<file path="src/common/bos_pkg.sv">
// Constants and types shared by the bit-operation and skip execution block
// Functional notes
// - Clearing an I/O port bit drives it to 0; arithmetic flags stay unchanged.
// - Forcing an I/O port bit drives it to 1; arithmetic flags stay unchanged.
// - Bit-carry exchange swaps an I/O bit with carry; only carry may change.
// - For an output port bit, the exchange copies the old carry onto that bit.
// - For an input port bit, the exchange loads the sampled pin level into carry.
// - Direction bit 1 makes the pin an output, 0 makes it an input.
// - Clearing a memory bit writes 0 there; other bits and flags unchanged.
// - Forcing a memory bit writes 1 there; other bits and flags unchanged.
// - Equal-skip compares work register with immediate or memory, skips when equal.
// - Unequal-skip compares work register with immediate or memory, skips when different.
// - Both compare-skips set all four flags as for work register minus operand.
// - Low-bit skip on I/O skips when the port bit reads 0; no flag change.
// - High-bit skip on I/O skips when the port bit reads 1; no flag change.
// - Low-bit skip on memory skips when the bit is 0; no flag change.
// - High-bit skip on memory skips when the bit is 1; no flag change.
// - Increment-zero-skip adds one, stores, sets four flags, skips on zero result.
package bos_pkg;

  typedef enum logic [3:0] {
    BOS_OP_NONE,
    BOS_OP_CLR_IO,
    BOS_OP_SET_IO,
    BOS_OP_SWAPC_IO,
    BOS_OP_CLR_MEM,
    BOS_OP_SET_MEM,
    BOS_OP_CEQ_IMM,
    BOS_OP_CEQ_MEM,
    BOS_OP_CNE_IMM,
    BOS_OP_CNE_MEM,
    BOS_OP_T0_IO,
    BOS_OP_T1_IO,
    BOS_OP_T0_MEM,
    BOS_OP_T1_MEM,
    BOS_OP_INCZ_ACC
  } bos_op_t;

  // I/O register addresses, also the register port addresses
  localparam logic [7:0] IO_FLAGS = 8'h00;
  localparam logic [7:0] IO_PORT1_DATA = 8'h10;
  localparam logic [7:0] IO_PORT1_DIR = 8'h11;
  localparam logic [7:0] IO_PORT2_DATA = 8'h14;
  localparam logic [7:0] IO_PORT2_DIR = 8'h15;
  localparam logic [7:0] REG_WORK = 8'h20;
  localparam logic [7:0] REG_MEM_BASE = 8'h40;
  localparam logic [7:0] REG_MEM_MASK = 8'hC0;

  // Flag positions inside the flags register
  localparam int FLAG_Z = 0;
  localparam int FLAG_C = 1;
  localparam int FLAG_AC = 2;
  localparam int FLAG_OV = 3;

  // Values after reset
  localparam logic [7:0] RST_WORK = 8'h00;
  localparam logic [3:0] RST_FLAGS = 4'h0;
  localparam logic [7:0] RST_PORT_DATA = 8'h00;
  localparam logic [7:0] RST_PORT_DIR = 8'h00;
  localparam logic [7:0] RST_MEM = 8'h00;

endpackage

</file>
<file path="src/bos_exec.sv">
// Execution unit for bit operations and conditional skips
`timescale 1ns/1ps
module bos_exec #(
  parameter int MEM_DEPTH = 16,
  parameter int MEM_AW = 4
) (
  input wire logic MCLK, // Core clock, 25 MHz
  input wire logic RSTN, // Asynchronous reset, active low
  input wire logic OP_VALID, // Instruction present this cycle
  input wire bos_pkg::bos_op_t OP_CODE, // Decoded operation
  input wire logic [2:0] OP_BIT, // Selected bit number
  input wire logic [7:0] OP_ADDR, // I/O address or memory address
  input wire logic [7:0] OP_IMM, // Immediate operand
  output logic OP_SKIPPED, // Pulse: previous instruction was consumed as skipped
  output logic SKIP_PENDING, // Next instruction will be suppressed
  output logic [7:0] WORK_REG, // Work register
  output logic [3:0] FLAGS, // Z, C, AC, OV
  input wire logic [7:0] BUS_ADDR, // Register port address
  input wire logic [7:0] BUS_WDATA, // Register port write data
  input wire logic BUS_WR, // Register write strobe
  input wire logic BUS_RD, // Register read strobe
  output logic [7:0] BUS_RDATA, // Read data, cycle after strobe
  input wire logic [7:0] PORT1_IN, // Port one pin levels
  output logic [7:0] PORT1_OUT, // Port one output levels
  output logic [7:0] PORT1_OE_N, // Port one drive enable, low drives
  input wire logic [7:0] PORT2_IN, // Port two pin levels
  output logic [7:0] PORT2_OUT, // Port two output levels
  output logic [7:0] PORT2_OE_N // Port two drive enable, low drives
);

  logic [7:0] work_register_reg, work_register_next;
  logic [3:0] flags_reg, flags_next;
  logic [7:0] port_one_data_reg, port_one_data_next;
  logic [7:0] port_one_dir_reg, port_one_dir_next;
  logic [7:0] port_two_data_reg, port_two_data_next;
  logic [7:0] port_two_dir_reg, port_two_dir_next;
  logic [7:0] mem_reg [MEM_DEPTH];
  logic [7:0] mem_next [MEM_DEPTH];
  logic skip_reg, skip_next;
  logic skipped_reg, skipped_next;
  logic [7:0] rdata_reg, rdata_next;

  logic [7:0] port_one_pin;
  logic [7:0] port_two_pin;
  logic [7:0] port_one_view;
  logic [7:0] port_two_view;
  logic [7:0] io_latch;
  logic [7:0] io_view;
  logic [MEM_AW-1:0] mem_idx;
  logic [7:0] mem_byte;
  logic [7:0] cmp_operand;
  logic alu_inc;
  logic [7:0] alu_result;
  logic [3:0] alu_flags;
  logic execute;
  logic io_bit;
  logic mem_bit;
  logic io_wen;
  logic [7:0] io_wval;
  logic mem_wen;
  logic [7:0] mem_wval;

  bos_pin_sync #(
    .WIDTH(8)
  ) u_sync_one (
    .clk(MCLK),
    .rst_n(RSTN),
    .pin_in(PORT1_IN),
    .level_out(port_one_pin)
  );

  bos_pin_sync #(
    .WIDTH(8)
  ) u_sync_two (
    .clk(MCLK),
    .rst_n(RSTN),
    .pin_in(PORT2_IN),
    .level_out(port_two_pin)
  );

  // Output bits read back the latch, input bits read the filtered pin
  assign port_one_view = (port_one_dir_reg & port_one_data_reg) | (~port_one_dir_reg & port_one_pin);
  assign port_two_view = (port_two_dir_reg & port_two_data_reg) | (~port_two_dir_reg & port_two_pin);

  // Stored latch and read view of the I/O register under the instruction
  always_comb begin
    io_latch = 8'h00;
    io_view = 8'h00;
    case (OP_ADDR)
      bos_pkg::IO_FLAGS: begin
        io_latch = {4'h0, flags_reg};
        io_view = {4'h0, flags_reg};
      end
      bos_pkg::IO_PORT1_DATA: begin
        io_latch = port_one_data_reg;
        io_view = port_one_view;
      end
      bos_pkg::IO_PORT1_DIR: begin
        io_latch = port_one_dir_reg;
        io_view = port_one_dir_reg;
      end
      bos_pkg::IO_PORT2_DATA: begin
        io_latch = port_two_data_reg;
        io_view = port_two_view;
      end
      bos_pkg::IO_PORT2_DIR: begin
        io_latch = port_two_dir_reg;
        io_view = port_two_dir_reg;
      end
      default: begin
        io_latch = 8'h00;
        io_view = 8'h00;
      end
    endcase
  end

  assign mem_idx = OP_ADDR[MEM_AW-1:0];
  assign mem_byte = mem_reg[mem_idx];
  assign io_bit = io_view[OP_BIT];
  assign mem_bit = mem_byte[OP_BIT];
  assign cmp_operand = (OP_CODE == bos_pkg::BOS_OP_CEQ_IMM || OP_CODE == bos_pkg::BOS_OP_CNE_IMM) ? OP_IMM : mem_byte;
  assign alu_inc = (OP_CODE == bos_pkg::BOS_OP_INCZ_ACC);
  assign execute = OP_VALID && !skip_reg;

  // One shared subtractor; the increment reuses it
  bos_flag_alu u_alu (
    .a(work_register_reg),
    .b(cmp_operand),
    .inc(alu_inc),
    .result(alu_result),
    .flags(alu_flags)
  );

  always_comb begin
    work_register_next = work_register_reg;
    flags_next = flags_reg;
    port_one_data_next = port_one_data_reg;
    port_one_dir_next = port_one_dir_reg;
    port_two_data_next = port_two_data_reg;
    port_two_dir_next = port_two_dir_reg;
    mem_next = mem_reg;
    skip_next = skip_reg;
    skipped_next = 1'b0;
    io_wen = 1'b0;
    io_wval = io_latch;
    mem_wen = 1'b0;
    mem_wval = mem_byte;

    // Register port write is applied first; an instruction in the same cycle overrides it
    if (BUS_WR) begin
      case (BUS_ADDR)
        bos_pkg::IO_FLAGS: flags_next = BUS_WDATA[3:0];
        bos_pkg::IO_PORT1_DATA: port_one_data_next = BUS_WDATA;
        bos_pkg::IO_PORT1_DIR: port_one_dir_next = BUS_WDATA;
        bos_pkg::IO_PORT2_DATA: port_two_data_next = BUS_WDATA;
        bos_pkg::IO_PORT2_DIR: port_two_dir_next = BUS_WDATA;
        bos_pkg::REG_WORK: work_register_next = BUS_WDATA;
        default: begin
          if ((BUS_ADDR & bos_pkg::REG_MEM_MASK) == bos_pkg::REG_MEM_BASE && BUS_ADDR[5:0] < MEM_DEPTH) begin
            mem_next[BUS_ADDR[MEM_AW-1:0]] = BUS_WDATA;
          end
        end
      endcase
    end

    // A suppressed instruction only clears the pending skip and raises the skipped pulse
    if (OP_VALID && skip_reg) begin
      skip_next = 1'b0;
      skipped_next = 1'b1;
    end

    if (execute) begin
      skip_next = 1'b0;
      case (OP_CODE)
        bos_pkg::BOS_OP_CLR_IO: begin
          io_wen = 1'b1;
          io_wval[OP_BIT] = 1'b0;
        end
        bos_pkg::BOS_OP_SET_IO: begin
          io_wen = 1'b1;
          io_wval[OP_BIT] = 1'b1;
        end
        bos_pkg::BOS_OP_SWAPC_IO: begin
          io_wen = 1'b1;
          io_wval[OP_BIT] = flags_reg[bos_pkg::FLAG_C];
          flags_next[bos_pkg::FLAG_C] = io_bit;
        end
        bos_pkg::BOS_OP_CLR_MEM: begin
          mem_wen = 1'b1;
          mem_wval[OP_BIT] = 1'b0;
        end
        bos_pkg::BOS_OP_SET_MEM: begin
          mem_wen = 1'b1;
          mem_wval[OP_BIT] = 1'b1;
        end
        bos_pkg::BOS_OP_CEQ_IMM, bos_pkg::BOS_OP_CEQ_MEM: begin
          flags_next = alu_flags;
          skip_next = (work_register_reg == cmp_operand);
        end
        bos_pkg::BOS_OP_CNE_IMM, bos_pkg::BOS_OP_CNE_MEM: begin
          flags_next = alu_flags;
          skip_next = (work_register_reg != cmp_operand);
        end
        bos_pkg::BOS_OP_T0_IO: skip_next = !io_bit;
        bos_pkg::BOS_OP_T1_IO: skip_next = io_bit;
        bos_pkg::BOS_OP_T0_MEM: skip_next = !mem_bit;
        bos_pkg::BOS_OP_T1_MEM: skip_next = mem_bit;
        bos_pkg::BOS_OP_INCZ_ACC: begin
          work_register_next = alu_result;
          flags_next = alu_flags;
          skip_next = alu_flags[bos_pkg::FLAG_Z];
        end
        default: skip_next = 1'b0;
      endcase
    end

    // Bit writes to an I/O register touch only the addressed latch
    if (io_wen) begin
      case (OP_ADDR)
        bos_pkg::IO_FLAGS: begin
          if (OP_CODE != bos_pkg::BOS_OP_SWAPC_IO) begin
            flags_next = io_wval[3:0];
          end
        end
        bos_pkg::IO_PORT1_DATA: port_one_data_next = io_wval;
        bos_pkg::IO_PORT1_DIR: port_one_dir_next = io_wval;
        bos_pkg::IO_PORT2_DATA: port_two_data_next = io_wval;
        bos_pkg::IO_PORT2_DIR: port_two_dir_next = io_wval;
        default: io_wval = io_latch;
      endcase
    end

    // Addresses beyond the array write nothing
    if (mem_wen && OP_ADDR < MEM_DEPTH) begin
      mem_next[mem_idx] = mem_wval;
    end
  end

  // Instruction, flag, port and memory state
  always_ff @(posedge MCLK or negedge RSTN) begin
    if (!RSTN) begin
      work_register_reg <= bos_pkg::RST_WORK;
      flags_reg <= bos_pkg::RST_FLAGS;
      port_one_data_reg <= bos_pkg::RST_PORT_DATA;
      port_one_dir_reg <= bos_pkg::RST_PORT_DIR;
      port_two_data_reg <= bos_pkg::RST_PORT_DATA;
      port_two_dir_reg <= bos_pkg::RST_PORT_DIR;
      for (int i = 0; i < MEM_DEPTH; i++) begin
        mem_reg[i] <= bos_pkg::RST_MEM;
      end
      skip_reg <= 1'b0;
      skipped_reg <= 1'b0;
    end else begin
      work_register_reg <= work_register_next;
      flags_reg <= flags_next;
      port_one_data_reg <= port_one_data_next;
      port_one_dir_reg <= port_one_dir_next;
      port_two_data_reg <= port_two_data_next;
      port_two_dir_reg <= port_two_dir_next;
      mem_reg <= mem_next;
      skip_reg <= skip_next;
      skipped_reg <= skipped_next;
    end
  end

  // Read data stands only in the cycle after the strobe, zero otherwise
  always_comb begin
    rdata_next = 8'h00;
    if (BUS_RD) begin
      case (BUS_ADDR)
        bos_pkg::IO_FLAGS: rdata_next = {4'h0, flags_reg};
        bos_pkg::IO_PORT1_DATA: rdata_next = port_one_view;
        bos_pkg::IO_PORT1_DIR: rdata_next = port_one_dir_reg;
        bos_pkg::IO_PORT2_DATA: rdata_next = port_two_view;
        bos_pkg::IO_PORT2_DIR: rdata_next = port_two_dir_reg;
        bos_pkg::REG_WORK: rdata_next = work_register_reg;
        default: begin
          if ((BUS_ADDR & bos_pkg::REG_MEM_MASK) == bos_pkg::REG_MEM_BASE && BUS_ADDR[5:0] < MEM_DEPTH) begin
            rdata_next = mem_reg[BUS_ADDR[MEM_AW-1:0]];
          end
        end
      endcase
    end
  end

  always_ff @(posedge MCLK or negedge RSTN) begin
    if (!RSTN) begin
      rdata_reg <= 8'h00;
    end else begin
      rdata_reg <= rdata_next;
    end
  end

  assign OP_SKIPPED = skipped_reg;
  assign SKIP_PENDING = skip_reg;
  assign WORK_REG = work_register_reg;
  assign FLAGS = flags_reg;
  assign BUS_RDATA = rdata_reg;
  assign PORT1_OUT = port_one_data_reg;
  assign PORT1_OE_N = ~port_one_dir_reg;
  assign PORT2_OUT = port_two_data_reg;
  assign PORT2_OE_N = ~port_two_dir_reg;

endmodule // bos_exec

</file>
<file path="src/bos_flag_alu.sv">
// Subtract or increment with zero, carry, half-borrow and signed-range flags
`timescale 1ns/1ps
module bos_flag_alu (
  input wire logic [7:0] a, // Work register value
  input wire logic [7:0] b, // Subtrahend
  input wire logic inc, // 1 selects a + 1, 0 selects a - b
  output logic [7:0] result, // Arithmetic result
  output logic [3:0] flags // Flags at package positions
);

  logic [8:0] wide;
  logic half;
  logic ovf;

  always_comb begin
    if (inc) begin
      wide = {1'b0, a} + 9'h001;
      half = (a[3:0] == 4'hF);
      ovf = ~a[7] & wide[7];
    end else begin
      wide = {1'b0, a} - {1'b0, b};
      half = (a[3:0] < b[3:0]);
      ovf = (a[7] ^ b[7]) & (a[7] ^ wide[7]);
    end
    result = wide[7:0];
    flags = 4'h0;
    flags[bos_pkg::FLAG_Z] = (wide[7:0] == 8'h00);
    flags[bos_pkg::FLAG_C] = wide[8];
    flags[bos_pkg::FLAG_AC] = half;
    flags[bos_pkg::FLAG_OV] = ovf;
  end

endmodule // bos_flag_alu

</file>
<file path="src/bos_pin_sync.sv">
// Three-stage pin synchroniser with agreement filter
`timescale 1ns/1ps
module bos_pin_sync #(
  parameter int WIDTH = 8
) (
  input wire logic clk, // Core clock
  input wire logic rst_n, // Asynchronous reset, active low
  input wire logic [WIDTH-1:0] pin_in, // Raw pin levels
  output logic [WIDTH-1:0] level_out // Filtered pin levels
);

  logic [WIDTH-1:0] s1_reg, s1_next;
  logic [WIDTH-1:0] s2_reg, s2_next;
  logic [WIDTH-1:0] s3_reg, s3_next;
  logic [WIDTH-1:0] lvl_reg, lvl_next;

  // A bit only changes once the second and third stages agree
  always_comb begin
    s1_next = pin_in;
    s2_next = s1_reg;
    s3_next = s2_reg;
    lvl_next = lvl_reg;
    for (int i = 0; i < WIDTH; i++) begin
      if (s2_reg[i] == s3_reg[i]) begin
        lvl_next[i] = s3_reg[i];
      end
    end
  end

  always_ff @(posedge clk or negedge rst_n) begin
    if (!rst_n) begin
      s1_reg <= '0;
      s2_reg <= '0;
      s3_reg <= '0;
      lvl_reg <= '0;
    end else begin
      s1_reg <= s1_next;
      s2_reg <= s2_next;
      s3_reg <= s3_next;
      lvl_reg <= lvl_next;
    end
  end

  assign level_out = lvl_reg;

endmodule // bos_pin_sync
</file>
<file path="config.mk">
export PLATFORM = sky130hd
export DESIGN_NAME = bos_exec
export DESIGN_NICKNAME = d
export VERILOG_FILES = /design/src/common/bos_pkg.sv /design/src/bos_exec.sv /design/src/bos_flag_alu.sv /design/src/bos_pin_sync.sv
export SDC_FILE = /design/constraint.sdc
export NUM_CORES = 1
export LEC_CHECK = 0
export BUFFER_PORTS_ARGS = -buffer_cell sky130_fd_sc_hd__clkbuf_2
export CORE_MARGIN = 3
export CORE_UTILIZATION = 50
export DETAILED_ROUTE_END_ITERATION = 6
export GPL_TIMING_DRIVEN = 0
export PLACE_DENSITY = 0.74
export SYNTH_ARGS = -nofsm -noshare
export SYNTH_HDL_FRONTEND = slang
export SYNTH_SLANG_ARGS = --single-unit
export TNS_END_PERCENT = 30
</file>
<file path="constraint.sdc">
create_clock -name MCLK -period 4.07 [get_ports MCLK]
set_input_delay 0.814 -clock MCLK [delete_from_list [all_inputs] [get_ports MCLK]]
set_output_delay 0.814 -clock MCLK [all_outputs]
set_load 0.01 [all_outputs]
</file>
==> results of run 1 <==
cell usage after synthesis, types with 4 or more instances:
cell type,instances,area share
nor2_1,96,0.024
a21oi_1,63,0.021
ha_1,13,0.011
buf_2,20,0.0067
a22oi_1,10,0.0050
xor2_1,4,0.0024
nand3b_1,6,0.0030
nor3_1,16,0.0054
and3_1,6,0.0025
nor3b_1,5,0.0025
dfrtp_1,246,0.41
nand2b_1,7,0.0029
a41oi_1,7,0.0041
o211ai_1,5,0.0025
o22ai_1,15,0.0063
maj3_1,16,0.011
or2_2,4,0.0017
xnor2_1,6,0.0035
mux2i_1,167,0.11
a31oi_1,15,0.0063
nor4_1,5,0.0021
nand2_1,196,0.049
o21ai_0,146,0.049
nand3_1,32,0.011
nand4_1,6,0.0025
nor2b_1,7,0.0029
inv_1,28,0.0071
nor2_2,6,0.0025
a221oi_1,10,0.0059
a211oi_1,7,0.0035
a21o_1,9,0.0045
o21ai_1,12,0.0040
and2_1,6,0.0025
clkbuf_1,77,0.019
mux4_2,70,0.11
mux2_2,51,0.039
a32oi_1,8,0.0047
metrics by stage:
step,total power [uW],utilization,setup TNS (ns),cells,hold WS (ns)
2_1_floorplan,3486,-,0,1463,0.3312
3_3_place_gp,3955,0.5486,-699.81,1956,0.3331
3_5_place_dp,3992,0.5508,-11.19,1958,0.3347
4_1_cts,6769,0.5869,0,2007,0.1829
5_1_grt,7003,0.5887,0,2007,0.2015
6_report,6785,0.5887,0,2007,0.1874
layout make-up:
cell class	count	share of cell area
multi-input combinational	1083	0.4829
buffer	104	0.02769
tap	384	0.02813
clock inverter	14	0.01473
sequential	246	0.3604
clock buffer	35	0.04366
timing repair buffer	111	0.03582
inverter	30	0.006593
worst register-to-register path: stages (launching register included):
cell     delay [ns]
dfrtp_1        0.41
mux4_2         0.47
mux2i_1        0.46
o21ai_0        0.34
mux2i_1        0.30
ha_1           0.31
or2_2          0.28
a21oi_1        0.21
a21oi_2        0.07
xnor2_1        0.14
o311a_1        0.32
o22ai_1        0.15
worst max-delay path by stage:
stage	endpoint	slack (ns)	depth (start not counted)
after CTS	FLAGS[3]$_DFF_PN0_	0.02	17
final	FLAGS[3]$_DFF_PN0_	0.16	14
after detailed placement	FLAGS[3]$_DFF_PN0_	-1.19	17
after floorplan	FLAGS[3]$_DFF_PN0_	0.05	16
after global routing	FLAGS[0]$_DFF_PN0_	0.03	19
after global placement	mem_reg[111]$_DFF_PN0_	-2.83	1
routing by layer:
layer | share of wire | wire (um)
met1 | 0.38 | 21150
met2 | 0.44 | 24660
met3 | 0.11 | 5986
met4 | 0.069 | 3861
met5 | 0 | 0
cell families (layout without fill, tap and decap cells):
logic type / count (synthesis) / count (layout)
simple gates: 426 / 426
compound gates: 329 / 329
mux: 288 / 288
flops: 246 / 246
buf+inv: 134 / 294
fa+ha+maj: 30 / 30
xor+xnor: 10 / 10
timing repair:
action                     4_1_cts  5_1_grt
hold endpoints to repair         0        0
gates cloned                     0        0
setup endpoints to repair        4        3
gates resized for setup         16       15
where the power goes:
part,switching (uW),total [uW],internal [uW],leakage [uW]
registers,222,2830,2610,0.00321
logic,713,1180,468,0.00346
clock network,1040,2770,1730,0.000489
==> results by group, run 1 <==
Status
  • Status: finished, final reports clean

Worst setup path
  • CP bufs+invs: 4
  • Critical path type: in2reg
  • Worst Setup End Kind: flop
  • Highest net fanout along the worst path: 10
  • Crit path DAT: 4.37 ns
  • Critical path's slowest cell: mux2i_1
  • CP most frequent cell: mux2i_1
  • Worst reg-to-reg path cell count: 11
  • Delay-heaviest family, CP: compound AO/OA/AOI/OAI gates
  • CP Launch Type: input port
  • Crit-path cells: clkbuf_4, buf_8, buf_6, buf_4, mux2i_1, o21ai_0, mux2i_1, ha_1, or2_2, a21oi_1, a21oi_2, xnor2_1, o311a_1, o22ai_1
  • Reg-to-reg slack, setup: 0.53 ns
  • CP max stage delay: ~0.51 ns
  • Worst Path Required: 4.53 ns
  • Crit path from: OP_ADDR[0]
  • FF-to-FF End: FLAGS[3]$_DFF_PN0_
  • FF-to-FF Start: mem_reg[117]$_DFF_PN0_

Placed design
  • Placed cell area: 0.01598 mm^2
  • DP HPWL: ~40 mm
  • PortBufs: roughly 110
  • Placer congestion estimate: 1.057
  • Dpl ws: -1.192 ns

Detailed routing
  • DR vias/cell: 6.715
  • DR vias: approximately 13000
  • DR iter-0 viols: 1970
  • Residual DRC: 0
  • First drt pass iteration count: 6
  • Final WL: 55.65 mm
  • DR WL/cell: between 20 and 30 um
  • Final antenna-violating net count: 0

Clock tree
  • Post-CTS setup buffer count: 0
  • Clock Tree Root: clkbuf_16
  • H-tree Lvls: 1
  • Reg clk slew, reported paths: 0.06 ns
  • Clock Sink Count: 246
  • Clk buf depth: 3
  • Later-pin clock latency in the skew report: 0.55 ns
  • Hold_buf cts: 0
  • CTS tree: yes
  • Clock buffer count from CTS: 27

GRT
  • Largest net degree at the start of global routing: ~110
  • First-pass GRT wire length: 82.46 mm
  • GR Overflow Total: 0
  • Initial antenna violation count: 0
  • Routing usage on met3: 0.07940
  • Met1 Use GR: 0.4501
  • All-Layer GR Usage: 0.3463
  • GR peak layer: met2
  • GR Layer Usage met2: 0.5356
  • Vias in the first global route: about 13000

Final layout
  • Syn-to-layout area delta: 14.70%
  • Diodes inserted: 0
  • Multi-input gate area: 0.008248 mm^2
  • Commonest non-fill, non-tap cell in the layout: dfrtp_1
  • Nets: 1677
  • Largest register FFs: approximately 130
  • Sequential Area: 0.006156 mm^2
  • Fillers: roughly 2500
  • Ratio of cells with drive above 1 in the final layout: 0.2070
  • Final Cell Area: 0.01708 mm^2
  • Most frequent cells in the layout: dfrtp_1, nand2_1, mux2i_1

Synth
  • Syn_area_per_cell: 10.18 um^2
  • Synth Area in XOR/XNOR: 0.005882
  • Post-synth top flop: dfrtp_1
  • Syn Nets: about 1500
  • EDFF count, synth: 0
  • Synth unique cells: 76
  • Largest family of logic cells by synthesized area: multiplexers
  • Ys async rst share: 1.000
  • Synthesized cell area: 0.01489 mm^2
  • Post-synthesis compound-gate area fraction: 0.1305
  • Post-Synth Adder-Cell Area: 0.02302
  • Post-synthesis mux area share: 0.2567
  • Simple-Gate Fraction of Synth Area: 0.1338
  • Synth Instances: 1463
  • Yosys warns: 0
  • Seq/Total Area, Yosys: 0.4134
  • Flops & latches, synth: 246

Pwr
  • Max IR drop VDD: 0.0002875 V
  • Leak Pwr: around 0.0072 uW
  • PwrDens: between 300 and 400 mW/mm^2

STA
  • Fmax: 255.5 MHz
  • RSZ-0062 raised after global routing: false
  • Slew Viols, Final: 0
  • Final WS setup: 0.1558 ns
  • Fin crit share: 0.9617
  • Slew at the pin with the worst max-slew slack: 1.424 ns
  • Rel. slew slack: 0.04272
  • Endpoints failing setup: 0
  • Final hold viol count: 0
  • Tmin final: 3.914 ns
  • Max Clock Skew: between 0.015 and 0.02 ns

Floorplan
  • DIE AREA: roughly 0.032 mm^2
  • Initial core utilization: 0.5132
  • Die span in y: 178.6 um
  • Core area: 0.02901 mm^2
  • Die Wd: 178.6 um
  • Number of core rows: between 60 and 70
  • Ports: 114

Job
  • Max cap viols: 0

Worst hold path
  • Tightest Hold Check Type: in2async
Note: power is estimated with default switching activity, not from simulation.
==> run 2, diff against run 1 <==
--- a/config.mk
+++ b/config.mk
@@ -6,7 +6,6 @@
 export NUM_CORES = 1
 export LEC_CHECK = 0
 export BUFFER_PORTS_ARGS = -buffer_cell sky130_fd_sc_hd__clkbuf_2
-export CORE_MARGIN = 3
 export CORE_UTILIZATION = 50
 export DETAILED_ROUTE_END_ITERATION = 6
 export GPL_TIMING_DRIVEN = 0
@@ -14,4 +13,3 @@
 export SYNTH_ARGS = -nofsm -noshare
 export SYNTH_HDL_FRONTEND = slang
 export SYNTH_SLANG_ARGS = --single-unit
-export TNS_END_PERCENT = 30
==> results by group, run 2 (synthesized netlist as in run 1, its figures left out) <==
STA
  • Slew Viols, Final: 0 (unchanged)
  • Fmax: 254.4 MHz (was 255.5 MHz)
  • RSZ-0062 raised after global routing: false (unchanged)
  • Worst hold slack: 0.2732 ns (was 0.1874 ns)
  • Max Clock Skew: 0.01519 ns (was 0.01549 ns)
  • Endpoints failing setup: 0 (unchanged)
  • Slew at the pin with the worst max-slew slack: 1.352 ns (was 1.424 ns)
  • Fin crit share: 0.9657 (was 0.9617)
  • Rel. slew slack: 0.09134 (was 0.04272)
  • Final hold viol count: 0 (unchanged)
  • Tmin final: 3.930 ns (was 3.914 ns)

Worst hold path
  • Tightest Hold Check Type: in2async (unchanged)

Placed design
  • PortBufs: 109 (unchanged)
  • Placed insts: 1958 (unchanged)
  • Placer congestion estimate: 1.036 (was 1.057)
  • DP HPWL: 40.29 mm (was 40.95 mm)

Clock tree
  • Clock Sink Count: 246 (unchanged)
  • Reg clk slew, reported paths: 0.06 ns (about the same)
  • Later-pin clock latency in the skew report: 0.56 ns (was 0.55 ns)
  • H-tree Lvls: 1 (unchanged)
  • Hold_buf cts: 0 (unchanged)
  • Clk buf depth: 3 (unchanged)
  • CTS tree: yes (unchanged)
  • Clock buffer count from CTS: 28 (was 27)
  • Clock Tree Root: clkbuf_16 (unchanged)

Detailed routing
  • DR iter-0 viols: 1787 (was 1970)
  • Residual DRC: 0 (unchanged)
  • DR vias/cell: 6.720 (was 6.715)
  • DR WL/cell: 27.44 um (was 27.73 um)
  • First drt pass iteration count: 5 (was 6)
  • Final WL: 55.13 mm (was 55.65 mm)
  • DR vias: 13501 (was 13478)
  • Final antenna-violating net count: 0 (unchanged)

Floorplan
  • Die span in y: 174.6 um (was 178.6 um)
  • Die Wd: 174.6 um (was 178.6 um)
  • Ports: 114 (unchanged)
  • DIE AREA: 0.03047 mm^2 (was 0.03189 mm^2)
  • Initial core utilization: 0.5132 (unchanged)
  • Core area: 0.02901 mm^2 (unchanged)
  • Number of core rows: 62 (unchanged)

Worst setup path
  • CP max stage delay: 0.42 ns (was 0.51 ns)
  • Worst Path Required: 4.53 ns (about the same)
  • Critical path type: in2reg (unchanged)
  • Crit path from: OP_ADDR[1] (was OP_ADDR[0])
  • FF-to-FF Start: mem_reg[57]$_DFF_PN0_ (was mem_reg[117]$_DFF_PN0_)
  • Worst reg-to-reg path cell count: 14 (was 11)
  • Highest net fanout along the worst path: 10 (unchanged)
  • CP Launch Type: input port (unchanged)
  • Critical path's slowest cell: fa_1 (was mux2i_1)
  • Reg-to-reg slack, setup: 0.46 ns (was 0.53 ns)
  • CP most frequent cell: nand2_1 (was mux2i_1)
  • Crit-path cells: clkbuf_2, buf_6, buf_6, buf_2, mux4_2, nand2_1, a31oi_2, mux2_2, ha_1, inv_1, fa_1, nand2_1, nand2_1, a21oi_2, o21ai_0, a21oi_1, xor2_1, nand4_1, o211ai_1 (was clkbuf_4, buf_8, buf_6, buf_4, mux2i_1, o21ai_0, mux2i_1, ha_1, or2_2, a21oi_1, a21oi_2, xnor2_1, o311a_1, o22ai_1)
  • CP bufs+invs: 5 (was 4)
  • FF-to-FF End: FLAGS[0]$_DFF_PN0_ (was FLAGS[3]$_DFF_PN0_)
  • Delay-heaviest family, CP: buffers and inverters (was compound AO/OA/AOI/OAI gates)
  • Crit path DAT: 4.40 ns (was 4.37 ns)
  • Worst Setup End Kind: flop (unchanged)

Final layout
  • Largest register FFs: 128 (unchanged)
  • Final core occ: 0.5870 (was 0.5887)
  • Commonest non-fill, non-tap cell in the layout: dfrtp_1 (unchanged)
  • Fillers: 2479 (was 2493)
  • Sequential Area: 0.006156 mm^2 (unchanged)
  • Diodes inserted: 0 (unchanged)
  • Syn-to-layout area delta: 14.37% (was 14.70%)
  • Non-Filler Instances: 2009 (was 2007)
  • Most frequent cells in the layout: dfrtp_1, nand2_1, mux2i_1 (unchanged)
  • Nets: 1679 (was 1677)
  • Multi-input gate area: 0.008213 mm^2 (was 0.008248 mm^2)
  • Ratio of cells with drive above 1 in the final layout: 0.2080 (was 0.2070)

Job
  • Max cap viols: 0 (unchanged)

Status
  • Status: finished, final reports clean (unchanged)

GRT
  • Initial antenna violation count: 2 (was 0)
  • GR Overflow Total: 0 (unchanged)
  • All-Layer GR Usage: 0.3614 (was 0.3463)
  • Vias in the first global route: 12881 (was 13143)
  • First-pass GRT wire length: 81.92 mm (was 82.46 mm)
  • Largest net degree at the start of global routing: 95 (was 107)

Pwr
  • Leak Pwr: 0.007150 uW (was 0.007162 uW)
  • PwrDens: 392.2 mW/mm^2 (was 397.2 mW/mm^2)
  • Final Power: 6679 uW (was 6785 uW)
  • Max IR drop VDD: 0.0003446 V (was 0.0002875 V)
-- run 2: worst max path at each step --
stage	to	depth (start not counted)
2_1_floorplan	FLAGS[3]$_DFF_PN0_	16
3_3_place_gp	mem_reg[118]$_DFF_PN0_	1
3_5_place_dp	FLAGS[3]$_DFF_PN0_	17
4_1_cts	FLAGS[3]$_DFF_PN0_	17
5_1_grt	FLAGS[1]$_DFF_PN0_	19
6_report	FLAGS[0]$_DFF_PN0_	19
-- run 2: cell type report --
cell class,count,share of cell area
multi-input combinational,1083,0.4823
sequential,246,0.3615
clock buffer,35,0.04570
timing repair buffer,112,0.03637
buffer,104,0.02843
tap,384,0.02821
clock inverter,15,0.01095
inverter,30,0.006612
-- run 2: power breakdown --
| group | leakage [uW] | switching, uW | total, uW | internal [uW] |
|---|---|---|---|---|
| logic | 0.00347 | 708 | 1170 | 465 |
| registers | 0.00321 | 229 | 2840 | 2610 |
| clock network | 0.000471 | 1070 | 2670 | 1600 |
-- run 2: per-layer routing --
layer,wire (um),vias up,track usage
met5,12,-,0
met4,3826,2,0.2076
met3,6077,235,0.08551
met2,24650,981,0.5588
met1,20570,6609,0.4668
li1,-,5674,-
-- run 2: stage by stage --
step,setup TNS [ns],area (um^2),setup WS (ns)
3_3_place_gp,-695.61,15920,-2.836
3_5_place_dp,-6.679,15980,-1.133
6_report,0,17030,0.1395
5_1_grt,0,17030,0.02031
2_1_floorplan,0,14890,0.05403
4_1_cts,0,16980,0.009427
-- run 2: repair_timing --
| item | 4_1_cts | 5_1_grt |
|---|---|---|
| endpoints found under the setup margin | 4 | 3 |
| resized for setup | 11 | 18 |
| buffers inserted | 1 | 0 |
| pin swaps | 0 | 1 |
